`src/spdc_pkg.sv`:
```
// package: register map, field positions and timing constants
//
// Function
// - option to emit escape sequence, default on
// - option to append caller address to ring
// - source port auto increment, default off
// - policy bit 7: hold line fall drops
// - policy bit 6: com control, terminal type
// - policy bit 4: demand password on inbound
// - policy bit 3 clear: hard disconnect allowed
// - policy bit 0: LED off while connected
// - bits 5 and 6: serial 04 drops
// - flush bits 4-6 clear serial-to-net buffer
// - flush bits 0-2 clear net-to-serial buffer
// - flush bit 7 selects alternate packing
// - pack bits 1:0 select packing interval
// - pack bits 3:2 trailing character count
// - pack bit 4: triggers as two-byte sequence
// - pack bit 5: later characters do not restart the packing timer
// - idle timeout drops connection, zero disables
// - trigger character sends with waiting data
// - first trigger zero disables recognition
// - listening ports default 10001 and 10002
// - verbose ring carries remote address
package spdc_pkg;
   // -----------------------------------------
   // register offsets
   // -----------------------------------------
   localparam logic [3:0] ADDR_DISC = 4'h0;
   localparam logic [3:0] ADDR_FLUSH = 4'h1;
   localparam logic [3:0] ADDR_PACK = 4'h2;
   localparam logic [3:0] ADDR_OPTS = 4'h3;
   localparam logic [3:0] ADDR_IDLE = 4'h4;
   localparam logic [3:0] ADDR_TRIG = 4'h5;
   localparam logic [3:0] ADDR_PORT1 = 4'h6;
   localparam logic [3:0] ADDR_PORT2 = 4'h7;
   localparam logic [3:0] ADDR_SRCPORT = 4'h8;
   localparam logic [3:0] ADDR_STATUS = 4'h9;
   // -----------------------------------------
   // field positions and reset values
   // -----------------------------------------
   localparam int DP_HOLD = 7;
   localparam int DP_TELNET = 6;
   localparam int DP_EOT = 5;
   localparam int DP_PASSWD = 4;
   localparam int DP_NOHARD = 3;
   localparam int DP_LEDOFF = 0;
   localparam int FL_S2N_OUT = 4;
   localparam int FL_S2N_IN = 5;
   localparam int FL_S2N_DISC = 6;
   localparam int FL_N2S_OUT = 0;
   localparam int FL_N2S_IN = 1;
   localparam int FL_N2S_DISC = 2;
   localparam int FL_ALTPACK = 7;
   localparam int PK_SEQ = 4;
   localparam int PK_IMMED = 5;
   localparam int OP_ESC = 0;
   localparam int OP_RINGIP = 1;
   localparam int OP_AUTOINC = 2;
   localparam logic [7:0] DISC_RST = 8'h00;
   localparam logic [7:0] FLUSH_RST = 8'h00;
   localparam logic [7:0] PACK_RST = 8'h00;
   localparam logic [7:0] OPTS_RST = 8'h03;
   localparam logic [7:0] EOT_CHAR = 8'h04;
   localparam logic [7:0] TRIG_OFF = 8'h00;
   localparam logic [15:0] PORT1_RST = 16'd10001;
   localparam logic [15:0] PORT2_RST = 16'd10002;
   localparam logic [12:0] IDLE_MAX = 13'd5999;
   localparam logic [1:0] TRAIL_NONE = 2'h0;
   // -----------------------------------------
   // timing
   // -----------------------------------------
   localparam int CLK_HZ = 25000000;
   localparam int PI0_MS = 12;
   localparam int PI1_MS = 52;
   localparam int PI2_MS = 250;
   localparam int PI3_MS = 5000;
   localparam int SEC_CYC = CLK_HZ;
   localparam logic [27:0] PI0_CYC = 28'(PI0_MS * (CLK_HZ / 1000));
   localparam logic [27:0] PI1_CYC = 28'(PI1_MS * (CLK_HZ / 1000));
   localparam logic [27:0] PI2_CYC = 28'(PI2_MS * (CLK_HZ / 1000));
   localparam logic [27:0] PI3_CYC = 28'(PI3_MS * (CLK_HZ / 1000));
   // -----------------------------------------
   // carriers
   // -----------------------------------------
   typedef struct packed {
      logic wr;
      logic rd;
      logic [3:0] addr;
      logic [15:0] wdata;
   } reg_req_t;
   typedef struct packed {
      logic valid;
      logic [7:0] data;
   } char_t;
   typedef enum logic [2:0] {
      PK_IDLE = 3'b001,
      PK_FILL = 3'b010,
      PK_TRAIL = 3'b100
   } pack_state_t;
endpackage

```
`src/serial_packing_disconnect_control.sv`:
```
// module: packing, flush and disconnect control for one serial channel
//
// Added by the designer: the register addresses and the address-and-strobe port.
`timescale 1ns/1ps
`default_nettype none
module serial_packing_disconnect_control #(
   parameter logic [27:0] SEC_CYCLES = 28'(spdc_pkg::SEC_CYC),
   parameter logic [27:0] PI0 = spdc_pkg::PI0_CYC,
   parameter logic [27:0] PI1 = spdc_pkg::PI1_CYC,
   parameter logic [27:0] PI2 = spdc_pkg::PI2_CYC,
   parameter logic [27:0] PI3 = spdc_pkg::PI3_CYC
) (
   // clock, reset, enable
   input wire logic ref_clk,
   input wire logic rst,
   input wire logic clkEn,
   // register port
   input wire spdc_pkg::reg_req_t regReq,
   output logic [15:0] regRdata,
   // serial side character stream
   input wire spdc_pkg::char_t serChar,
   // connection events from the network stack, and the hold line pin
   input wire logic connUp,
   input wire logic connOutbound,
   input wire logic connDown,
   input wire logic lineHoldPin,
   // segment control
   output logic sendSegment,
   output logic flushS2n,
   output logic flushN2s,
   output logic dropConn,
   output logic hardClose,
   // option, port and status led outputs
   output logic sendEscape,
   output logic ringShowIp,
   output logic telnetCtrl,
   output logic needPassword,
   output logic stateLed,
   output logic [15:0] listenPort1,
   output logic [15:0] listenPort2,
   output logic [15:0] srcPort
);
   import spdc_pkg::*;

   // ------------------------------------------
   // registers
   // ------------------------------------------
   logic [7:0] discPol, next_discPol;
   logic [7:0] flushPol, next_flushPol;
   logic [7:0] packCtl, next_packCtl;
   logic [7:0] opts, next_opts;
   logic [12:0] idleSec, next_idleSec;
   logic [15:0] trigChars, next_trigChars;
   logic [15:0] port1, next_port1;
   logic [15:0] port2, next_port2;
   logic [15:0] srcBase, next_srcBase;
   logic [15:0] next_regRdata;
   logic connected;

   always_comb begin
      next_discPol = discPol;
      next_flushPol = flushPol;
      next_packCtl = packCtl;
      next_opts = opts;
      next_idleSec = idleSec;
      next_trigChars = trigChars;
      next_port1 = port1;
      next_port2 = port2;
      next_srcBase = srcBase;
      next_regRdata = 16'h0000;
      if (regReq.wr) begin
         unique case (regReq.addr)
            ADDR_DISC: next_discPol = regReq.wdata[7:0];
            ADDR_FLUSH: next_flushPol = regReq.wdata[7:0];
            ADDR_PACK: next_packCtl = regReq.wdata[7:0];
            ADDR_OPTS: next_opts = regReq.wdata[7:0];
            ADDR_IDLE: begin
               // written values 6000 to 8191 saturate; bits 15:13 are dropped
               if (regReq.wdata[12:0] > IDLE_MAX) begin
                  next_idleSec = IDLE_MAX;
               end else begin
                  next_idleSec = regReq.wdata[12:0];
               end
            end
            ADDR_TRIG: next_trigChars = regReq.wdata;
            ADDR_PORT1: next_port1 = regReq.wdata;
            ADDR_PORT2: next_port2 = regReq.wdata;
            ADDR_SRCPORT: next_srcBase = regReq.wdata;
            default: ;
         endcase
      end
      if (regReq.rd) begin
         unique case (regReq.addr)
            ADDR_DISC: next_regRdata = {8'h00, discPol};
            ADDR_FLUSH: next_regRdata = {8'h00, flushPol};
            ADDR_PACK: next_regRdata = {8'h00, packCtl};
            ADDR_OPTS: next_regRdata = {8'h00, opts};
            ADDR_IDLE: next_regRdata = {3'h0, idleSec};
            ADDR_TRIG: next_regRdata = trigChars;
            ADDR_PORT1: next_regRdata = port1;
            ADDR_PORT2: next_regRdata = port2;
            ADDR_SRCPORT: next_regRdata = srcPort;
            ADDR_STATUS: next_regRdata = {15'h0000, connected};
            default: next_regRdata = 16'h0000;
         endcase
      end
   end

   always_ff @(posedge ref_clk or posedge rst) begin
      if (rst) begin
         discPol <= DISC_RST;
         flushPol <= FLUSH_RST;
         packCtl <= PACK_RST;
         opts <= OPTS_RST;
         idleSec <= 13'h0000;
         trigChars <= 16'h0000;
         port1 <= PORT1_RST;
         port2 <= PORT2_RST;
         srcBase <= 16'h0000;
         regRdata <= 16'h0000;
      end else if (clkEn) begin
         discPol <= next_discPol;
         flushPol <= next_flushPol;
         packCtl <= next_packCtl;
         opts <= next_opts;
         idleSec <= next_idleSec;
         trigChars <= next_trigChars;
         port1 <= next_port1;
         port2 <= next_port2;
         srcBase <= next_srcBase;
         regRdata <= next_regRdata;
      end
   end

   // ------------------------------------------
   // hold line synchroniser and edge
   // ------------------------------------------
   logic [2:0] holdSync, next_holdSync;
   logic holdState, next_holdState;
   logic holdFall;
   always_comb begin
      next_holdSync = {holdSync[1:0], lineHoldPin};
      next_holdState = holdState;
      if (holdSync[1] == holdSync[2]) begin
         next_holdState = holdSync[2];
      end
   end
   assign holdFall = holdState & ~next_holdState;
   always_ff @(posedge ref_clk or posedge rst) begin
      if (rst) begin
         holdSync <= 3'h7;
         holdState <= 1'b1;
      end else if (clkEn) begin
         holdSync <= next_holdSync;
         holdState <= next_holdState;
      end
   end

   // ------------------------------------------
   // connection state, source port, idle timer
   // ------------------------------------------
   logic next_connected;
   logic [15:0] srcOffs, next_srcOffs;
   logic [27:0] secCnt, next_secCnt;
   logic [12:0] idleCnt, next_idleCnt;
   logic eotHit, idleHit, holdHit;
   logic next_drop, dropReg;

   // events from the stream side: EOT only on serial input
   assign eotHit = connected & serChar.valid & discPol[DP_EOT] &
      discPol[DP_TELNET] & (serChar.data == EOT_CHAR);
   assign holdHit = connected & discPol[DP_HOLD] & holdFall;
   assign idleHit = connected & (idleSec != 13'h0000) &
      (idleCnt >= idleSec);

   always_comb begin
      next_connected = connected;
      next_srcOffs = srcOffs;
      next_secCnt = secCnt;
      next_idleCnt = idleCnt;
      // one pulse per drop although a detect stands until connected clears
      next_drop = (eotHit | holdHit | idleHit) & ~dropReg;
      if (connUp & ~connected) begin
         next_connected = 1'b1;
         if (connOutbound & opts[OP_AUTOINC]) begin
            next_srcOffs = srcOffs + 16'h0001;
         end
      end
      if (connDown | dropReg) begin
         next_connected = 1'b0;
      end
      // serial activity restarts the inactivity count
      if (~connected | serChar.valid) begin
         next_secCnt = 28'h0000000;
         next_idleCnt = 13'h0000;
      end else if (secCnt >= SEC_CYCLES - 28'h0000001) begin
         next_secCnt = 28'h0000000;
         if (idleCnt != IDLE_MAX) begin
            next_idleCnt = idleCnt + 13'h0001;
         end
      end else begin
         next_secCnt = secCnt + 28'h0000001;
      end
   end

   always_ff @(posedge ref_clk or posedge rst) begin
      if (rst) begin
         connected <= 1'b0;
         srcOffs <= 16'h0000;
         secCnt <= 28'h0000000;
         idleCnt <= 13'h0000;
         dropReg <= 1'b0;
      end else if (clkEn) begin
         connected <= next_connected;
         srcOffs <= next_srcOffs;
         secCnt <= next_secCnt;
         idleCnt <= next_idleCnt;
         dropReg <= next_drop;
      end
   end

   // ------------------------------------------
   // flush pulses, drop pulses, led and option outputs
   // ------------------------------------------
   logic next_flushS2n, next_flushN2s;
   logic upEvt, downEvt;
   assign upEvt = connUp & ~connected;
   assign downEvt = connected & (connDown | dropReg);
   always_comb begin
      next_flushS2n = (upEvt & connOutbound & flushPol[FL_S2N_OUT]) |
         (upEvt & ~connOutbound & flushPol[FL_S2N_IN]) |
         (downEvt & flushPol[FL_S2N_DISC]);
      next_flushN2s = (upEvt & connOutbound & flushPol[FL_N2S_OUT]) |
         (upEvt & ~connOutbound & flushPol[FL_N2S_IN]) |
         (downEvt & flushPol[FL_N2S_DISC]);
   end
   always_ff @(posedge ref_clk or posedge rst) begin
      if (rst) begin
         flushS2n <= 1'b0;
         flushN2s <= 1'b0;
      end else if (clkEn) begin
         flushS2n <= next_flushS2n;
         flushN2s <= next_flushN2s;
      end
   end

   assign dropConn = dropReg;
   assign hardClose = dropReg & ~discPol[DP_NOHARD];
   assign sendEscape = opts[OP_ESC];
   assign ringShowIp = opts[OP_RINGIP];
   assign telnetCtrl = discPol[DP_TELNET];
   assign needPassword = discPol[DP_PASSWD];
   // led blinks at one hertz from the second counter; serial traffic
   // restarts that count, so a busy line holds the led dark
   assign stateLed = connected ? (~discPol[DP_LEDOFF] &
      (secCnt >= (SEC_CYCLES >> 1))) : 1'b1;
   assign listenPort1 = port1;
   assign listenPort2 = port2;
   assign srcPort = srcBase + srcOffs;

   // ------------------------------------------
   // packing engine
   // ------------------------------------------
   pack_state_t pState, next_pState;
   logic [27:0] pTimer, next_pTimer;
   logic [1:0] trailLeft, next_trailLeft;
   logic [7:0] lastChar, next_lastChar;
   logic next_sendSegment;
   logic trigEn, trigMatch, trigHit, altPack, pExpire;
   logic [27:0] pLimit;

   function automatic logic [27:0] interval(input logic [1:0] sel);
      unique case (sel)
         2'h0: interval = PI0;
         2'h1: interval = PI1;
         2'h2: interval = PI2;
         2'h3: interval = PI3;
      endcase
   endfunction

   assign altPack = flushPol[FL_ALTPACK];
   // standard packing uses the shortest interval and no triggers
   assign pLimit = altPack ? interval(packCtl[1:0]) : PI0;
   assign trigEn = altPack & (trigChars[7:0] != TRIG_OFF);
   always_comb begin
      if (packCtl[PK_SEQ]) begin
         trigMatch = (lastChar == trigChars[7:0]) &
            (serChar.data == trigChars[15:8]);
      end else begin
         trigMatch = (serChar.data == trigChars[7:0]) |
            (serChar.data == trigChars[15:8]);
      end
   end
   assign pExpire = (pTimer >= pLimit - 28'h0000001);
   assign trigHit = serChar.valid & trigEn & trigMatch;

   always_comb begin
      next_pState = pState;
      next_pTimer = pTimer;
      next_trailLeft = trailLeft;
      next_lastChar = lastChar;
      next_sendSegment = 1'b0;
      if (serChar.valid) begin
         next_lastChar = serChar.data;
      end
      unique case (pState)
         // a trigger in idle or fill sends at once when no trailing characters are set
         PK_IDLE, PK_FILL: begin
            if (trigHit) begin
               next_pTimer = 28'h0000000;
               if (packCtl[3:2] == TRAIL_NONE) begin
                  next_sendSegment = 1'b1;
                  next_pState = PK_IDLE;
               end else begin
                  next_trailLeft = packCtl[3:2];
                  next_pState = PK_TRAIL;
               end
            end else if (pState == PK_IDLE) begin
               next_pTimer = 28'h0000000;
               if (serChar.valid) begin
                  next_pState = PK_FILL;
               end
            end else if (serChar.valid & ~packCtl[PK_IMMED]) begin
               next_pTimer = 28'h0000000;
            end else if (pExpire) begin
               next_sendSegment = 1'b1;
               next_pState = PK_IDLE;
            end else begin
               next_pTimer = pTimer + 28'h0000001;
            end
         end
         PK_TRAIL: begin
            if (serChar.valid) begin
               next_trailLeft = trailLeft - 2'h1;
               if (trailLeft == 2'h1) begin
                  next_sendSegment = 1'b1;
                  next_pState = PK_IDLE;
               end
            end else if (pExpire) begin
               next_sendSegment = 1'b1;
               next_pState = PK_IDLE;
            end else begin
               next_pTimer = pTimer + 28'h0000001;
            end
         end
         default: next_pState = PK_IDLE;
      endcase
   end

   always_ff @(posedge ref_clk or posedge rst) begin
      if (rst) begin
         pState <= PK_IDLE;
         pTimer <= 28'h0000000;
         trailLeft <= 2'h0;
         lastChar <= 8'h00;
         sendSegment <= 1'b0;
      end else if (clkEn) begin
         pState <= next_pState;
         pTimer <= next_pTimer;
         trailLeft <= next_trailLeft;
         lastChar <= next_lastChar;
         sendSegment <= next_sendSegment;
      end
   end

   // ------------------------------------------
   // assertions
   // ------------------------------------------
   property p_eot;
      @(posedge ref_clk) disable iff (rst)
      (clkEn & eotHit & ~dropConn) |=> dropConn;
   endproperty
   a_eot: assert property (p_eot) else $error("eot not dropped");
   property p_hold;
      @(posedge ref_clk) disable iff (rst)
      (clkEn & holdFall & connected & discPol[DP_HOLD] & ~dropConn) |=>
         dropConn;
   endproperty
   a_hold: assert property (p_hold) else $error("hold fall");
   property p_holdign;
      @(posedge ref_clk) disable iff (rst)
      (clkEn & ~discPol[DP_HOLD] & ~eotHit & ~idleHit) |=> ~dropConn;
   endproperty
   a_holdign: assert property (p_holdign) else $error("spurious");
   property p_hard;
      @(posedge ref_clk) disable iff (rst)
      hardClose |-> (dropConn & ~discPol[DP_NOHARD]);
   endproperty
   a_hard: assert property (p_hard) else $error("hard close");
   property p_led;
      @(posedge ref_clk) disable iff (rst)
      (connected & discPol[DP_LEDOFF]) |-> ~stateLed;
   endproperty
   a_led: assert property (p_led) else $error("led on");
   property p_flush;
      @(posedge ref_clk) disable iff (rst)
      (clkEn & downEvt & flushPol[FL_S2N_DISC]) |=> flushS2n;
   endproperty
   a_flush: assert property (p_flush) else $error("no flush");
   property p_flushn;
      @(posedge ref_clk) disable iff (rst)
      (clkEn & upEvt & connOutbound & flushPol[FL_N2S_OUT]) |=> flushN2s;
   endproperty
   a_flushn: assert property (p_flushn) else $error("no flush");
   property p_trig;
      @(posedge ref_clk) disable iff (rst)
      (clkEn & pState != PK_TRAIL & serChar.valid & trigEn & trigMatch &
       packCtl[3:2] == TRAIL_NONE) |=> sendSegment;
   endproperty
   a_trig: assert property (p_trig) else $error("no send");
   property p_notrig;
      @(posedge ref_clk) disable iff (rst)
      (clkEn & trigChars[7:0] == TRIG_OFF & pState != PK_TRAIL &
       serChar.valid & ~packCtl[PK_IMMED]) |=> ~sendSegment;
   endproperty
   a_notrig: assert property (p_notrig) else $error("trig on");
   property p_idle;
      @(posedge ref_clk) disable iff (rst)
      (clkEn & idleHit & ~dropConn) |=> dropConn;
   endproperty
   a_idle: assert property (p_idle) else $error("idle drop");
   c_send: cover property (@(posedge ref_clk) sendSegment);
   c_drop: cover property (@(posedge ref_clk) dropConn);
   c_trail: cover property (@(posedge ref_clk) pState == PK_TRAIL);
endmodule
`default_nettype wire

```
`config.mk`:
```
export PLATFORM = sky130hd
export DESIGN_NAME = serial_packing_disconnect_control
export DESIGN_NICKNAME = d
export VERILOG_FILES = /design/src/spdc_pkg.sv /design/src/serial_packing_disconnect_control.sv
export SDC_FILE = /design/constraint.sdc
export NUM_CORES = 1
export LEC_CHECK = 0
export BUFFER_PORTS_ARGS = -buffer_cell sky130_fd_sc_hd__buf_2
export CAP_MARGIN = 10
export CELL_PAD_IN_SITES_DETAIL_PLACEMENT = 1
export CELL_PAD_IN_SITES_GLOBAL_PLACEMENT = 1
export CORE_MARGIN = 2
export CORE_UTILIZATION = 48
export CTS_CLUSTER_SIZE = 25
export DETAILED_ROUTE_END_ITERATION = 10
export HOLD_SLACK_MARGIN = 0.1
export PLACE_DENSITY = 0.81
export SKIP_LAST_GASP = 1
export SYNTH_ARGS = -nofsm -noshare
export SYNTH_HDL_FRONTEND = slang
export SYNTH_SLANG_ARGS = --single-unit
export TNS_END_PERCENT = 10
```
`constraint.sdc`:
```
create_clock -name ref_clk -period 8.3 [get_ports ref_clk]
set_clock_uncertainty 0.2 [all_clocks]
set_input_delay 0.83 -clock ref_clk [delete_from_list [all_inputs] [get_ports ref_clk]]
set_output_delay 0.83 -clock ref_clk [all_outputs]
set_load 0.01 [all_outputs]
```
* Yosys cells after proc, flatten, opt, wreduce, memory -nomap -nowiden
Index checks and enable logic that the tools add are counted.
** Storage, ports and cells
- Register bits after elaboration :: 232
- Bits in latches :: 0
- RAM bits :: 0
- ROM bits :: 0
- Bits of input ports :: 38
- Memories :: 0
** Operators by class
- $add $sub $neg :: 7
- Multiply operators :: 0
- Div/mod/pow operators :: 0
- $lt $le $gt $ge :: 5
- Eq/ne operators :: 29
- Shift-type cells :: 0
- Mux-type cells :: 42
- Bitwise logic cells :: 44
- Reduce and logical (&&, ||, !) cells :: 26
** Operator list (number)
- 2-to-1 mux 28 bit :: 8
- one-hot mux 16 bit (10 select lines) :: 1
- one-hot mux 28 bit (4 select lines) :: 1
- adder 28 x 1 -> 28 bit (second input constant) :: 2
- one-hot mux 28 bit (2 select lines) :: 1
- 2-to-1 mux 13 bit :: 4
- AND reduction 3 bit :: 12
- bitwise AND 1 bit :: 28
- greater-or-equal comparator 28 x 24 -> 1 bit (second input constant) :: 1
- greater-or-equal comparator 28 x 25 -> 1 bit (second input constant) :: 1
- greater-or-equal comparator 28 bit :: 1
- subtractor 28 x 1 -> 28 bit (second input constant) :: 1
- equality test 8 bit :: 3
- 2-to-1 mux 3 bit :: 8
- adder 16 x 1 -> 16 bit (second input constant) :: 1
- adder 16 bit :: 1
- equality test 4 x 3 -> 1 bit (second input constant) :: 4
- 2-to-1 mux 16 bit :: 1
- adder 13 x 1 -> 13 bit (second input constant) :: 1
- greater-or-equal comparator 13 bit :: 1
- greater-than comparator 13 bit (second input constant) :: 1
- != test 13 bit (second input constant) :: 1
- nonzero test 13 bit :: 1
- 2-to-1 mux 1 bit :: 12
- other kinds (28) :: 57

* Longest topological paths before layout
Gate-level depths: netlist (run 1).
- Depth after elaboration :: 10
- Mapped depth :: 18
- Depth with buffers taken out :: 17

* Worst setup path before layout (run 1)
No wires, ideal clock.
- Kind :: reg-to-reg
- From :: reg packCtl[0]
- To :: reg pTimer[17]
- Library setup time :: 0.132 ns
- Arrival time :: 3.198 ns
- Setup slack :: 4.770 ns
- Stages on the path, launching flop included :: 19
- Path through :: dfrtp_1 > inv_1 > ha_1 > inv_1 > nand2_1 > nor2_1 > ha_1 > a21oi_1 > nor2_1 > ha_1 > nor4_1 > nand2_1 > o211a_1 > o21ai_0 > nand3_1 > clkbuf_1 > nor4_1 > xnor2_1 > nor2_1
** On the way
- Word-level cells in the longest chain between the ends :: 10
- Elaborated cells between the ends (all ways) :: 14
- Classes of those cells :: add/sub: 1; order compare: 1; eq/ne: 3; mux: 8; reduce/logical: 1
** Ends and longest elaborated chain
- from (decl) :: line serial_packing_disconnect_control.sv:50 : logic [7:0] packCtl, next_packCtl;
- from (signal assigned) :: line serial_packing_disconnect_control.sv:124 : packCtl <= next_packCtl;
- equality test 2 bit (tied with other cells) :: line serial_packing_disconnect_control.sv:273 : unique case (sel)
- one-hot mux 28 bit (4 select lines) * :: line serial_packing_disconnect_control.sv:273
- 2-to-1 mux 28 bit * :: line serial_packing_disconnect_control.sv:283 : assign pLimit = altPack ? interval(packCtl[1:0]) : PI0;
- subtractor 28 x 1 -> 28 bit * :: line serial_packing_disconnect_control.sv:294 : assign pExpire = (pTimer >= pLimit - 28'h0000001);
- greater-or-equal comparator 28 bit * :: line serial_packing_disconnect_control.sv:294
- 2-to-1 mux 28 bit *
- 2-to-1 mux 28 bit (3 in series)
- one-hot mux 28 bit (2 select lines) *
- to (signal assigned) :: line serial_packing_disconnect_control.sv:359 : pTimer <= next_pTimer;
- to (decl) :: line serial_packing_disconnect_control.sv:265 : logic [27:0] pTimer, next_pTimer;
Mark *: on every way between the ends. The rest lies on a longest branch, timed or not. The select of a mux whose other input is x is not followed.
A chain may end at the register's enable or synchronous reset.

* Worst setup path in the final report (run 1)
- From :: reg srcOffs[1]
- To :: out srcPort[13]
** On the way
- Word-level cells in the longest chain between the ends :: 1
** Ends and longest elaborated chain
- from (decl) :: line serial_packing_disconnect_control.sv:163 : logic [15:0] srcOffs, next_srcOffs;
- from (signal assigned) :: line serial_packing_disconnect_control.sv:215 : srcOffs <= next_srcOffs;
- adder 16 bit :: line serial_packing_disconnect_control.sv:259 : assign srcPort = srcBase + srcOffs;
- to (decl) :: line serial_packing_disconnect_control.sv:41 : output logic [15:0] srcPort
Every way passes these cells.

==> flow_summary.toml, run 1 <==
[floorplanning]
die_h_um = 167
start_util = 0.490
core.rowCount = 59
pin_count = 112
fp.coreArea_um2 = 26100
chipWidth_um = 167
design.die.area_um2 = 27900

[logic_synthesis]
synth_seq_cells = 232
post_synth_design_cell_area_um2 = 12800
ys_warn_count = 0
synth-seq-area-share = 0.457
ys.flop_type = "sky130_fd_sc_hd__dfrtp_1"
netlist.top_cell.by_area = "sky130_fd_sc_hd__dfrtp_1"
postSynthCellCount = 1259
syn_nets = 1358
synth_cell_type_count = 69
postSynth.asyncResetShare = 1.00
synth.top_cells.by_area = "sky130_fd_sc_hd__dfrtp_1 (42%), sky130_fd_sc_hd__mux2_2 (9.5%), sky130_fd_sc_hd__ha_1 (5.9%)"
synth.avg_cell_area_um2 = 10.1
synth_edf_count = 0
yosysTopAreaCellShare = 0.418

[place]
dp_hpwl_um = 28000
post-place-ws_ps = 3870
gpl.final_weighted_congestion = 0.847
placed_cells_incl_taps = 1662
io_buffer_count = 111

[sta]
hold_viol_final = 0
timing.slew.headroom = 0.202
layout_setup_ws_ps = 3710
final_slew_violations = 0
fmax_mhz = 218
worst_slew_pin_slew_ps = 1190
fin_crit_sh = 0.553
rsz_0062_raised_after_global_routing = "no"
fin_tns_setup_ps = 0
setup-violations-final = 0
final.min_clock_period_ps = 4590

[clock_network]
clock_sink_count = 232
cts-resized-gates = 0
cts_tree = "done"
cts_made_buffers = 27
max_root_sink_buffers = 3
root_cell_of_the_clock_tree = "sky130_fd_sc_hd__clkbuf_16"
htree_levels = 1
post_cts.repair.setup_buffers = 0
postCtsHoldBufs = 0
clk_transition_reported_paths_ps = 60
clock_insertion_delay_at_the_later_pin_of_the_skew_report_ps = 550

[flow_run]
maxCapViolCount = 0

[pwr]
report.power.total_uw = 3260
irDropWorstVdd_mv = 0.166
pwr_cell_area_nw_per_um2 = 226
power.leakage_uw = 0.00664

[worst_setup_path]
setup.worst_path.start_class = "flip-flop"
worst_path_dominant_cell_family = "compound AO/OA/AOI/OAI gates"
critical_path_cell_count = 9
setup.worst_path.class = "flip-flop to output pin"
r2r_cells = 17
cp_data_required_time_ps = 7270
critical_path.slowest_cell = "sky130_fd_sc_hd__o41ai_1"
timing.critical_path.fanout_max = 5
worst_setup_path_end_kind = "output pin"
arrival_ps = 3560
critPathBufInv = 1
crit_path_frequent_cell = "sky130_fd_sc_hd__o21ai_0"
critical_path.max_stage_delay_ps = 660
sequence_of_cells_on_the_critical_path = "ha_1 > a21o_1 > a21oi_1 > o21ai_0 > a41o_1 > o41ai_1 > o21ai_0 > xor2_1 > buf_2"

[route]
final_wirelength_um = 39900
routedWlPerCell_um = 23.3
first_iter_violations = 798
first_pass_iters = 5
antenna_violating_nets_post_route = 0
post_drt_via_cell_ratio = 6.18
drc = 0
num_vias = 10594

[final_layout]
top_library_cells_by_usage_in_the_layout_fill_and_taps_aside = "sky130_fd_sc_hd__dfrtp_1 (213), sky130_fd_sc_hd__buf_2 (111), sky130_fd_sc_hd__mux2_2 (108)"
drive_above_1_share = 0.219
post_layout_nonfiller_instances = 1713
leading_cell_type_in_the_layout_fill_and_taps_excluded = "sky130_fd_sc_hd__dfrtp_1"
finish.net_count = 1455
post-route-util = 0.555
num-fill-cells = 2910
area_delta_synth_final_pct = 13.3

[global_route]
grt_start_max_net_pins = 81
grt.total_usage = 0.287
grt_pass1_wl_um = 64000
grt_antenna_before_repair = 1
overflow = 0
grt_pass1_vias = 11327

[worst_hold_path]
timing.hold.worst.class = "primary input to async pin"

[run_status]
outcome = "finished, final reports clean"
-- kinds of logic (layout without fill, tap and decap cells) --
| group | count (synthesis) | count (layout) | share of synthesized area |
|---|---|---|---|
| flops | 232 | 232 | 0.457 |
| fa+ha+maj | 61 | 61 | 0.0604 |
| simple gates | 401 | 401 | 0.157 |
| buf+inv | 93 | 211 | 0.0303 |
| other cells | 0 | 1 | 0 |
| xor+xnor | 81 | 81 | 0.0556 |
| mux | 114 | 114 | 0.100 |
| compound gates | 277 | 277 | 0.140 |
-- cells in the mapped netlist, drive strengths merged (3+ instances only) --
cell type  number
dfrtp         213
mux2          108
nand2         104
o21ai          96
nor2           93
ha             60
a21oi          53
xnor2          53
clkbuf         47
nand3          42
inv            40
a22oi          34
xor2           28
nor3           26
and3           24
nand4          23
nor4           21
dfstp          19
nor2b          15
or3            11
nand2b         10
a21o            9
o2bb2ai         9
a221o           8
and4            8
a31oi           7
o21a            7
a221oi          6
a22o            6
buf             6
mux2i           6
o31ai           6
and2            5
o22ai           5
or4             5
o311ai          4
o41ai           4
a211oi          3
a41o            3
nand4b          3
nor3b           3
o211ai          3
-- worst reg2reg max path, cell delays in order, from the launching register on --
cell and delay (ps):
sky130_fd_sc_hd__dfrtp_1 420, sky130_fd_sc_hd__inv_1 150, sky130_fd_sc_hd__ha_1 170, sky130_fd_sc_hd__inv_1 60, sky130_fd_sc_hd__nand2_1 200, sky130_fd_sc_hd__nor2_1 100, sky130_fd_sc_hd__ha_1 250, sky130_fd_sc_hd__a21oi_1 220
sky130_fd_sc_hd__nor2_1 80, sky130_fd_sc_hd__ha_1 220, sky130_fd_sc_hd__nor4_1 230, sky130_fd_sc_hd__nand2_1 80, sky130_fd_sc_hd__o211a_1 220, sky130_fd_sc_hd__o21ai_0 280, sky130_fd_sc_hd__nand4_1 630, sky130_fd_sc_hd__nor4_1 540
sky130_fd_sc_hd__xnor2_1 170, sky130_fd_sc_hd__nor2_1 50
-- layer usage --
layer	GRT usage	routed length [um]
met5	0	0
met4	0.0930	1360
met3	0.0435	2100
met2	0.478	19200
met1	0.384	17200
-- power breakdown --
group	switching [uW]	total [uW]	leakage, uW	internal, uW
Sequential	158	1440	0.00300	1290
Combinational	383	655	0.00322	272
Clock	490	1170	0.000420	676
-- final cells by class --
| cell class | instances | area, um^2 | area share |
|---|---|---|---|
| Inverter | 40 | 158 | 0.0109 |
| Clock buffer | 39 | 771 | 0.0533 |
| Clock inverter | 11 | 95.1 | 0.00658 |
| Timing Repair Buffer | 121 | 631 | 0.0436 |
| Antenna cell | 1 | 2.50 | 0.000173 |
| Multi-Input combinational cell | 934 | 6560 | 0.453 |
| Tap cell | 335 | 419 | 0.0290 |
| Sequential cell | 232 | 5830 | 0.403 |
-- worst paths after layout --
kind                          endpoint   startpoint  slack [ps]
setup reg to reg            pTimer[16]   packCtl[0]        3890
max in group asynchronous    pTimer[1]          rst        6290
hold reg to reg            regRdata[0]  regRdata[0]         280
setup / recovery           srcPort[13]   srcOffs[1]        3710
min in group ref_clk       regRdata[0]  regRdata[0]         280
hold / removal               pState[2]          rst         170
-- through the flow --
stage	hold WS [ps]	cell area (um^2)
after floorplan	255	12800
after global placement	260	13600
after detailed placement	268	13600
after CTS	184	14500
after global routing	207	14500
final	165	14500
-- sequential cells by signal (all words and copies together), names as in the netlist, 13 cells and up --
signal	count
listenPort1	16
trigChars	16
idleCnt	13
listenPort2	16
regRdata	16
idleSec	13
srcBase	16
srcOffs	16
pTimer	28
secCnt	28
Note: power is estimated with default switching activity, not from simulation.
==> inputs of run 2 (changes only) <==
- ABC_AREA: default -> 1
- CORE_UTILIZATION: 48 -> 41
- PLACE_DENSITY: 0.81 -> 0.77
- clock period: 8.3 -> 4.05 ns (I/O delays scaled with it)
==> flow_summary.toml, run 2 <==
[sta]
setup-violations-final = 0
final_slew_violations = 0
worst_slew_pin_slew_ps = 1100
final.min_clock_period_ps = 3630
hold_viol_final = 0
fin_tns_setup_ps = 0
rsz_0062_raised_after_global_routing = "no"
timing.slew.headroom = 0.264
fin_crit_sh = 0.897
fin_worst_hold_slack_ps = 167
fmax_mhz = 275

[final_layout]
footprint_of_the_multi_input_gates_um2 = 6730
area.sequential_um2 = 5830
post-route-util = 0.485
finish.net_count = 1989
top_library_cells_by_usage_in_the_layout_fill_and_taps_aside = "sky130_fd_sc_hd__nand2_1 (488), sky130_fd_sc_hd__dfrtp_1 (213), sky130_fd_sc_hd__inv_1 (185)"
num-fill-cells = 4001
largest_registers = "pTimer (28), secCnt (28)"
post_layout_nonfiller_instances = 2354
area_delta_synth_final_pct = 17.2
drive_above_1_share = 0.119
leading_cell_type_in_the_layout_fill_and_taps_excluded = "sky130_fd_sc_hd__nand2_1"

[floorplanning]
fp.coreArea_um2 = 32500
die_h_um = 185
design.die.area_um2 = 34300
core.rowCount = 66
start_util = 0.414
chipWidth_um = 185
pin_count = 112

[place]
placed_cells_incl_taps = 2270
dp_hpwl_um = 34000
gpl.final_weighted_congestion = 0.897
io_buffer_count = 111

[clock_network]
post_cts.repair.setup_buffers = 0
clock_insertion_delay_at_the_later_pin_of_the_skew_report_ps = 560
htree_levels = 1
root_cell_of_the_clock_tree = "sky130_fd_sc_hd__clkbuf_16"
clock_sink_count = 232
clk_transition_reported_paths_ps = 60
cts_made_buffers = 27
cts_tree = "done"
max_root_sink_buffers = 3

[route]
route.met3.wl_um = 2100
first_iter_violations = 770
dr.max_layer_used = "met5"
routedWlPerCell_um = 19.4
num_vias = 12794
final_wirelength_um = 45600
route.met2.wl_um = 22100
detail_route.wirelength.met1_um = 19800
antenna_violating_nets_post_route = 0
first_pass_iters = 5
post_drt_via_cell_ratio = 5.44
drc = 0

[pwr]
share_seq_of_total_power = 0.417
p_sw_uw = 2290
clockPowerShare = 0.365
report.power.total_uw = 6960
pwr_cell_area_nw_per_um2 = 442
p_int_uw = 4680
power.leakage_uw = 0.00795
irDropWorstVdd_mv = 0.328
switching_share_of_power = 0.329
power_frac_comb = 0.217

[logic_synthesis]
synth_seq_cells = 232
ys_warn_count = 0
syn_nets = 1843
synth.top_cells.by_area = "sky130_fd_sc_hd__dfrtp_1 (40%), sky130_fd_sc_hd__nand2_1 (14%), sky130_fd_sc_hd__o21ai_0 (6.3%)"
yosysMostFrequentCell = "sky130_fd_sc_hd__nand2_1"
postSynthCellCount = 1744
synth_edf_count = 0
synthTopCellsByCount = "sky130_fd_sc_hd__nand2_1 (488), sky130_fd_sc_hd__dfrtp_1 (213), sky130_fd_sc_hd__inv_1 (186), sky130_fd_sc_hd__o21ai_0 (168), sky130_fd_sc_hd__nor2_1 (150)"
synth.avg_cell_area_um2 = 7.71
synth-seq-area-share = 0.434
netlist.top_cell.by_area = "sky130_fd_sc_hd__dfrtp_1"
postSynth.asyncResetShare = 1.00
ys.flop_type = "sky130_fd_sc_hd__dfrtp_1"
post_synth_design_cell_area_um2 = 13400
synth_cell_type_count = 52
yosysTopAreaCellShare = 0.396

[global_route]
grt_pass1_wl_um = 72800
grt.total_usage = 0.272
overflow = 0
grt_start_max_net_pins = 127
grt_antenna_before_repair = 4
grt_pass1_vias = 13278

[worst_setup_path]
setup.worst_path.class = "flip-flop to flip-flop"
worst_setup_path_startpoint = "packCtl[0]"
worst_setup_path_end_kind = "flip-flop"
worst-r2r-setup-slack_ps = 420
capture_point_of_the_critical_path = "pTimer[8]"
regToRegStartpoint = "packCtl[0]"
timing.critical_path.fanout_max = 13
setup.worst_path.start_class = "flip-flop"
rr_endpoint = "pTimer[8]"
r2r_cells = 21
arrival_ps = 3900
cp_data_required_time_ps = 4320

[worst_hold_path]
timing.hold.worst.class = "primary input to flip-flop"

[run_status]
outcome = "finished, final reports clean"

[flow_run]
maxCapViolCount = 0
## run 2: changes by cell type after synthesis, sizes merged, moves of 15 or more
cell / delta
clkbuf: -16
o21ai: +81
inv: +152
nor2: +67
nand3: +75
nand2: +390
xnor2: -29
a22oi: -31
nor2b: -15
mux2: -105
and3: -23
## run 2: final cells by class
class                   instances  share of cell area
diodes                          1            0.000159
clock buffers                  38              0.0493
clock inverters                12             0.00913
inverters                     194              0.0465
multi-input cells            1279               0.427
flip-flops and latches        232               0.370
well taps                     442              0.0351
repair buffers                156              0.0627
## run 2: worst min-delay path by stage
| stage | to | cells after the start | slack [ps] | start |
|---|---|---|---|---|
| floorplan | holdSync[0] | 2 | 240 | holdSync[0] |
| global placement | holdSync[0] | 2 | 260 | holdSync[0] |
| detailed placement | regRdata[2] | 2 | 270 | regRdata[2] |
| CTS | flushS2n | 5 | 150 | connDown |
| global route | flushS2n | 5 | 200 | connDown |
| finish | flushS2n | 5 | 170 | connDown |
## run 2: logic make-up after synthesis
group                    synth area share
XOR/XNOR                           0.0410
AO/OA/AOI/OAI                       0.128
AND/OR/NAND/NOR                     0.271
multiplexers                      0.00251
buffers and inverters              0.0663
adder cells (fa/ha/maj)            0.0573
flip-flops                          0.434
## run 2: power groups by stage
stage / Combinational (uW) / Clock, uW / Sequential (uW)
finish: 1510 / 2550 / 2910
global placement: 1410 / 0 / 2930
CTS: 1510 / 2590 / 2900
floorplan: 930 / 0 / 2880
detailed placement: 1480 / 0 / 2940
global route: 1690 / 2680 / 2940
## run 2: worst max-delay path, stage by stage (launching register included)
cell and delay, ps:
sky130_fd_sc_hd__dfrtp_1 410, sky130_fd_sc_hd__inv_1 150, sky130_fd_sc_hd__ha_1 170, sky130_fd_sc_hd__inv_1 50, sky130_fd_sc_hd__nand2_1 230, sky130_fd_sc_hd__nor2_2 100
sky130_fd_sc_hd__ha_1 230, sky130_fd_sc_hd__a21oi_1 230, sky130_fd_sc_hd__a21oi_1 70, sky130_fd_sc_hd__ha_1 290, sky130_fd_sc_hd__nand2_1 70, sky130_fd_sc_hd__nor2_1 150
sky130_fd_sc_hd__nand3_1 80, sky130_fd_sc_hd__nand3_1 100, sky130_fd_sc_hd__nand2_1 140, sky130_fd_sc_hd__nand3_4 190, sky130_fd_sc_hd__clkinv_2 220, sky130_fd_sc_hd__nand2_1 180
sky130_fd_sc_hd__nor2_1 70, sky130_fd_sc_hd__nand2_1 50, sky130_fd_sc_hd__nand2_1 50, sky130_fd_sc_hd__nor2_1 100
## run 2: per-stage QoR
| stage | worst slack [ps] | cell area (um^2) |
|---|---|---|
| 3_3_place_gp | 580 | 14500 |
| 4_1_cts | 313 | 15700 |
| 6_report | 416 | 15800 |
| 3_5_place_dp | 336 | 14500 |
| 5_1_grt | 17.4 | 15800 |
| 2_1_floorplan | 425 | 13400 |
## run 2: per-layer routing
metal  up-vias  global-route usage
met5         -                   0
met2       336               0.470
met1      6338               0.352
met3        86              0.0346
li1       6028                   -
met4         6              0.0905
## run 2: repair_timing
item / CTS / global route
endpoints found under the setup margin: 0 / 1
resized for setup: 0 / 2
hold buffers: 33 / 0
endpoints found under the hold margin: 266 / 0
==> inputs of run 3 (changes only) <==
- CORE_UTILIZATION: 41 -> 25
- PLACE_DENSITY: 0.77 -> 0.52
==> flow_summary.toml, run 3 (synthesis gave the netlist of run 2 again) <==
[run_status]
outcome = "finished, final reports clean"

[route]
antenna_violating_nets_post_route = 0
first_pass_iters = 5
routedWlPerCell_um = 19.4
drc = 0
final_wirelength_um = 50800
first_iter_violations = 574
post_drt_via_cell_ratio = 4.80
num_vias = 12548

[place]
io_buffer_count = 111
gpl.final_weighted_congestion = 0.818
placed_cells_incl_taps = 2517
dp_hpwl_um = 38100

[global_route]
grt_start_max_net_pins = 106
overflow = 0
grt_pass1_wl_um = 78800
grt_pass1_vias = 13009
grt.total_usage = 0.183
grt_antenna_before_repair = 3

[sta]
hold_viol_final = 0
final.min_clock_period_ps = 3630
fin_tns_setup_ps = 0
fin_crit_sh = 0.896
worst_slew_pin_slew_ps = 856
rsz_0062_raised_after_global_routing = "no"
setup-violations-final = 0
timing.slew.headroom = 0.428
final_slew_violations = 0
fin_worst_hold_slack_ps = 170
fmax_mhz = 275

[flow_run]
maxCapViolCount = 0

[clock_network]
post_cts.repair.setup_buffers = 0
clock_sink_count = 232
clk_transition_reported_paths_ps = 50
root_cell_of_the_clock_tree = "sky130_fd_sc_hd__clkbuf_16"
htree_levels = 2
cts_made_buffers = 34
clock_insertion_delay_at_the_later_pin_of_the_skew_report_ps = 550
cts_tree = "done"
max_root_sink_buffers = 3

[floorplanning]
fp.coreArea_um2 = 52900
die_h_um = 236
chipWidth_um = 236
design.die.area_um2 = 55700
core.rowCount = 84
start_util = 0.254
pin_count = 112

[final_layout]
top_library_cells_by_usage_in_the_layout_fill_and_taps_aside = "sky130_fd_sc_hd__nand2_1 (488), sky130_fd_sc_hd__dfrtp_1 (213), sky130_fd_sc_hd__inv_1 (185)"
num_antenna_cells = 0
largest_registers = "pTimer (28), secCnt (28)"
drive_above_1_share = 0.123
finish.net_count = 1998
leading_cell_type_in_the_layout_fill_and_taps_excluded = "sky130_fd_sc_hd__nand2_1"
post_layout_nonfiller_instances = 2613
area_delta_synth_final_pct = 21.1

[worst_setup_path]
critical_path.slowest_cell = "sky130_fd_sc_hd__dfrtp_1"
critical_path.max_stage_delay_ps = 410
timing.critical_path.fanout_max = 13
worst_path_dominant_cell_family = "simple AND/OR/NAND/NOR gates"
setup.worst_path.start_class = "flip-flop"
worst_setup_path_end_kind = "flip-flop"
cp_data_required_time_ps = 4270
setup.worst_path.class = "flip-flop to flip-flop"
arrival_ps = 3850
critPathBufInv = 4
sequence_of_cells_on_the_critical_path = "inv_1 > ha_1 > inv_1 > nand2_1 > nor2_4 > ha_1 > a21oi_1 > a21oi_1 > ha_1 > nand2_1 > nor2_1 > nand3_1 > nand3_1 > nand2_1 > nand3_4 > clkinv_2 > nand3_1 > inv_1 > a21oi_1 > nor2_1"

[pwr]
irDropWorstVdd_mv = 0.230
pwr_cell_area_nw_per_um2 = 458
power.leakage_uw = 0.00806

[worst_hold_path]
timing.hold.worst.class = "primary input to flip-flop"
==> run 3: changes by cell type in the layout (fill, tap and decap cells not counted), sizes merged <==
cell and delta:
buf +1, clkbuf +9, clkinv +4, clkinvlp -2, diode -1, dlygate4sd3 +1, inv +1
==> run 3: layer usage <==
layer  global-route usage  vias up  wire length (um)
met1                0.245     6187             23900
li1                     -     6058                 -
met5                    0        -                17
met2                0.297      207             23300
met4               0.0714        4              1890
met3               0.0277       92              1710
==> run 3: layout make-up <==
type | instances | area [um^2]
multi-input combinational | 1279 | 6730
tap | 688 | 861
timing repair buffer | 158 | 1020
clock buffer | 47 | 940
clock inverter | 15 | 169
inverter | 194 | 733
fill | 6359 | 36600
sequential | 232 | 5830
==> run 3: what timing repair did <==
action / 4_1_cts / 5_1_grt
hold endpoints to repair: 87 / 0
endpoints found under the setup margin: 0 / 4
resized for setup: 0 / 3
hold buffers: 34 / 0
==> run 3: report_power, final <==
| group | leakage, uW | total [uW] | internal [uW] | switching [uW] |
|---|---|---|---|---|
| clock | 0.000552 | 3000 | 1820 | 1180 |
| combinational | 0.00450 | 1540 | 521 | 1020 |
| sequential | 0.00301 | 2910 | 2630 | 276 |
| total | 0.00806 | 7450 | 4980 | 2480 |
==> run 3: worst paths after layout <==
path / from / endpoint / slack, ps / cells past startpoint
max: packCtl[0] / pTimer[24] / 420 / 20
min: connDown / flushS2n / 170 / 5
max reg2reg: packCtl[0] / pTimer[24] / 420 / 20
min reg2reg: holdSync[0] / holdSync[0] / 270 / 2
max in group asynchronous: rst / secCnt[2] / 2160 / 4
min in group asynchronous: rst / listenPort1[6] / 390 / 3
==> run 3: stage by stage <==
| stage | setup slack (ps) | util | cell area (um^2) | total power [uW] |
|---|---|---|---|---|
| after floorplan | 425 | - | 13400 | 3810 |
| after global placement | 499 | 0.280 | 14800 | 4440 |
| after detailed placement | 284 | 0.280 | 14800 | 4480 |
| after CTS | 268 | 0.308 | 16300 | 7580 |
| after global routing | 35.7 | 0.308 | 16300 | 7890 |
| final | 420 | 0.308 | 16300 | 7450 |
==> run 3: worst register-to-register path: stages (launching register included) <==
cell	delay (ps)
sky130_fd_sc_hd__dfrtp_1	410
sky130_fd_sc_hd__inv_1	140
sky130_fd_sc_hd__ha_1	160
sky130_fd_sc_hd__inv_1	50
sky130_fd_sc_hd__nand2_1	240
sky130_fd_sc_hd__nor2_4	70
sky130_fd_sc_hd__ha_1	230
sky130_fd_sc_hd__a21oi_1	240
sky130_fd_sc_hd__a21oi_1	90
sky130_fd_sc_hd__ha_1	290
sky130_fd_sc_hd__nand2_1	60
sky130_fd_sc_hd__nor2_1	140
sky130_fd_sc_hd__nand3_1	80
sky130_fd_sc_hd__nand3_1	120
sky130_fd_sc_hd__nand2_1	150
sky130_fd_sc_hd__nand3_4	200
sky130_fd_sc_hd__clkinv_2	220
sky130_fd_sc_hd__nand3_1	180
sky130_fd_sc_hd__inv_1	70
sky130_fd_sc_hd__a21oi_1	120
sky130_fd_sc_hd__nor2_1	50
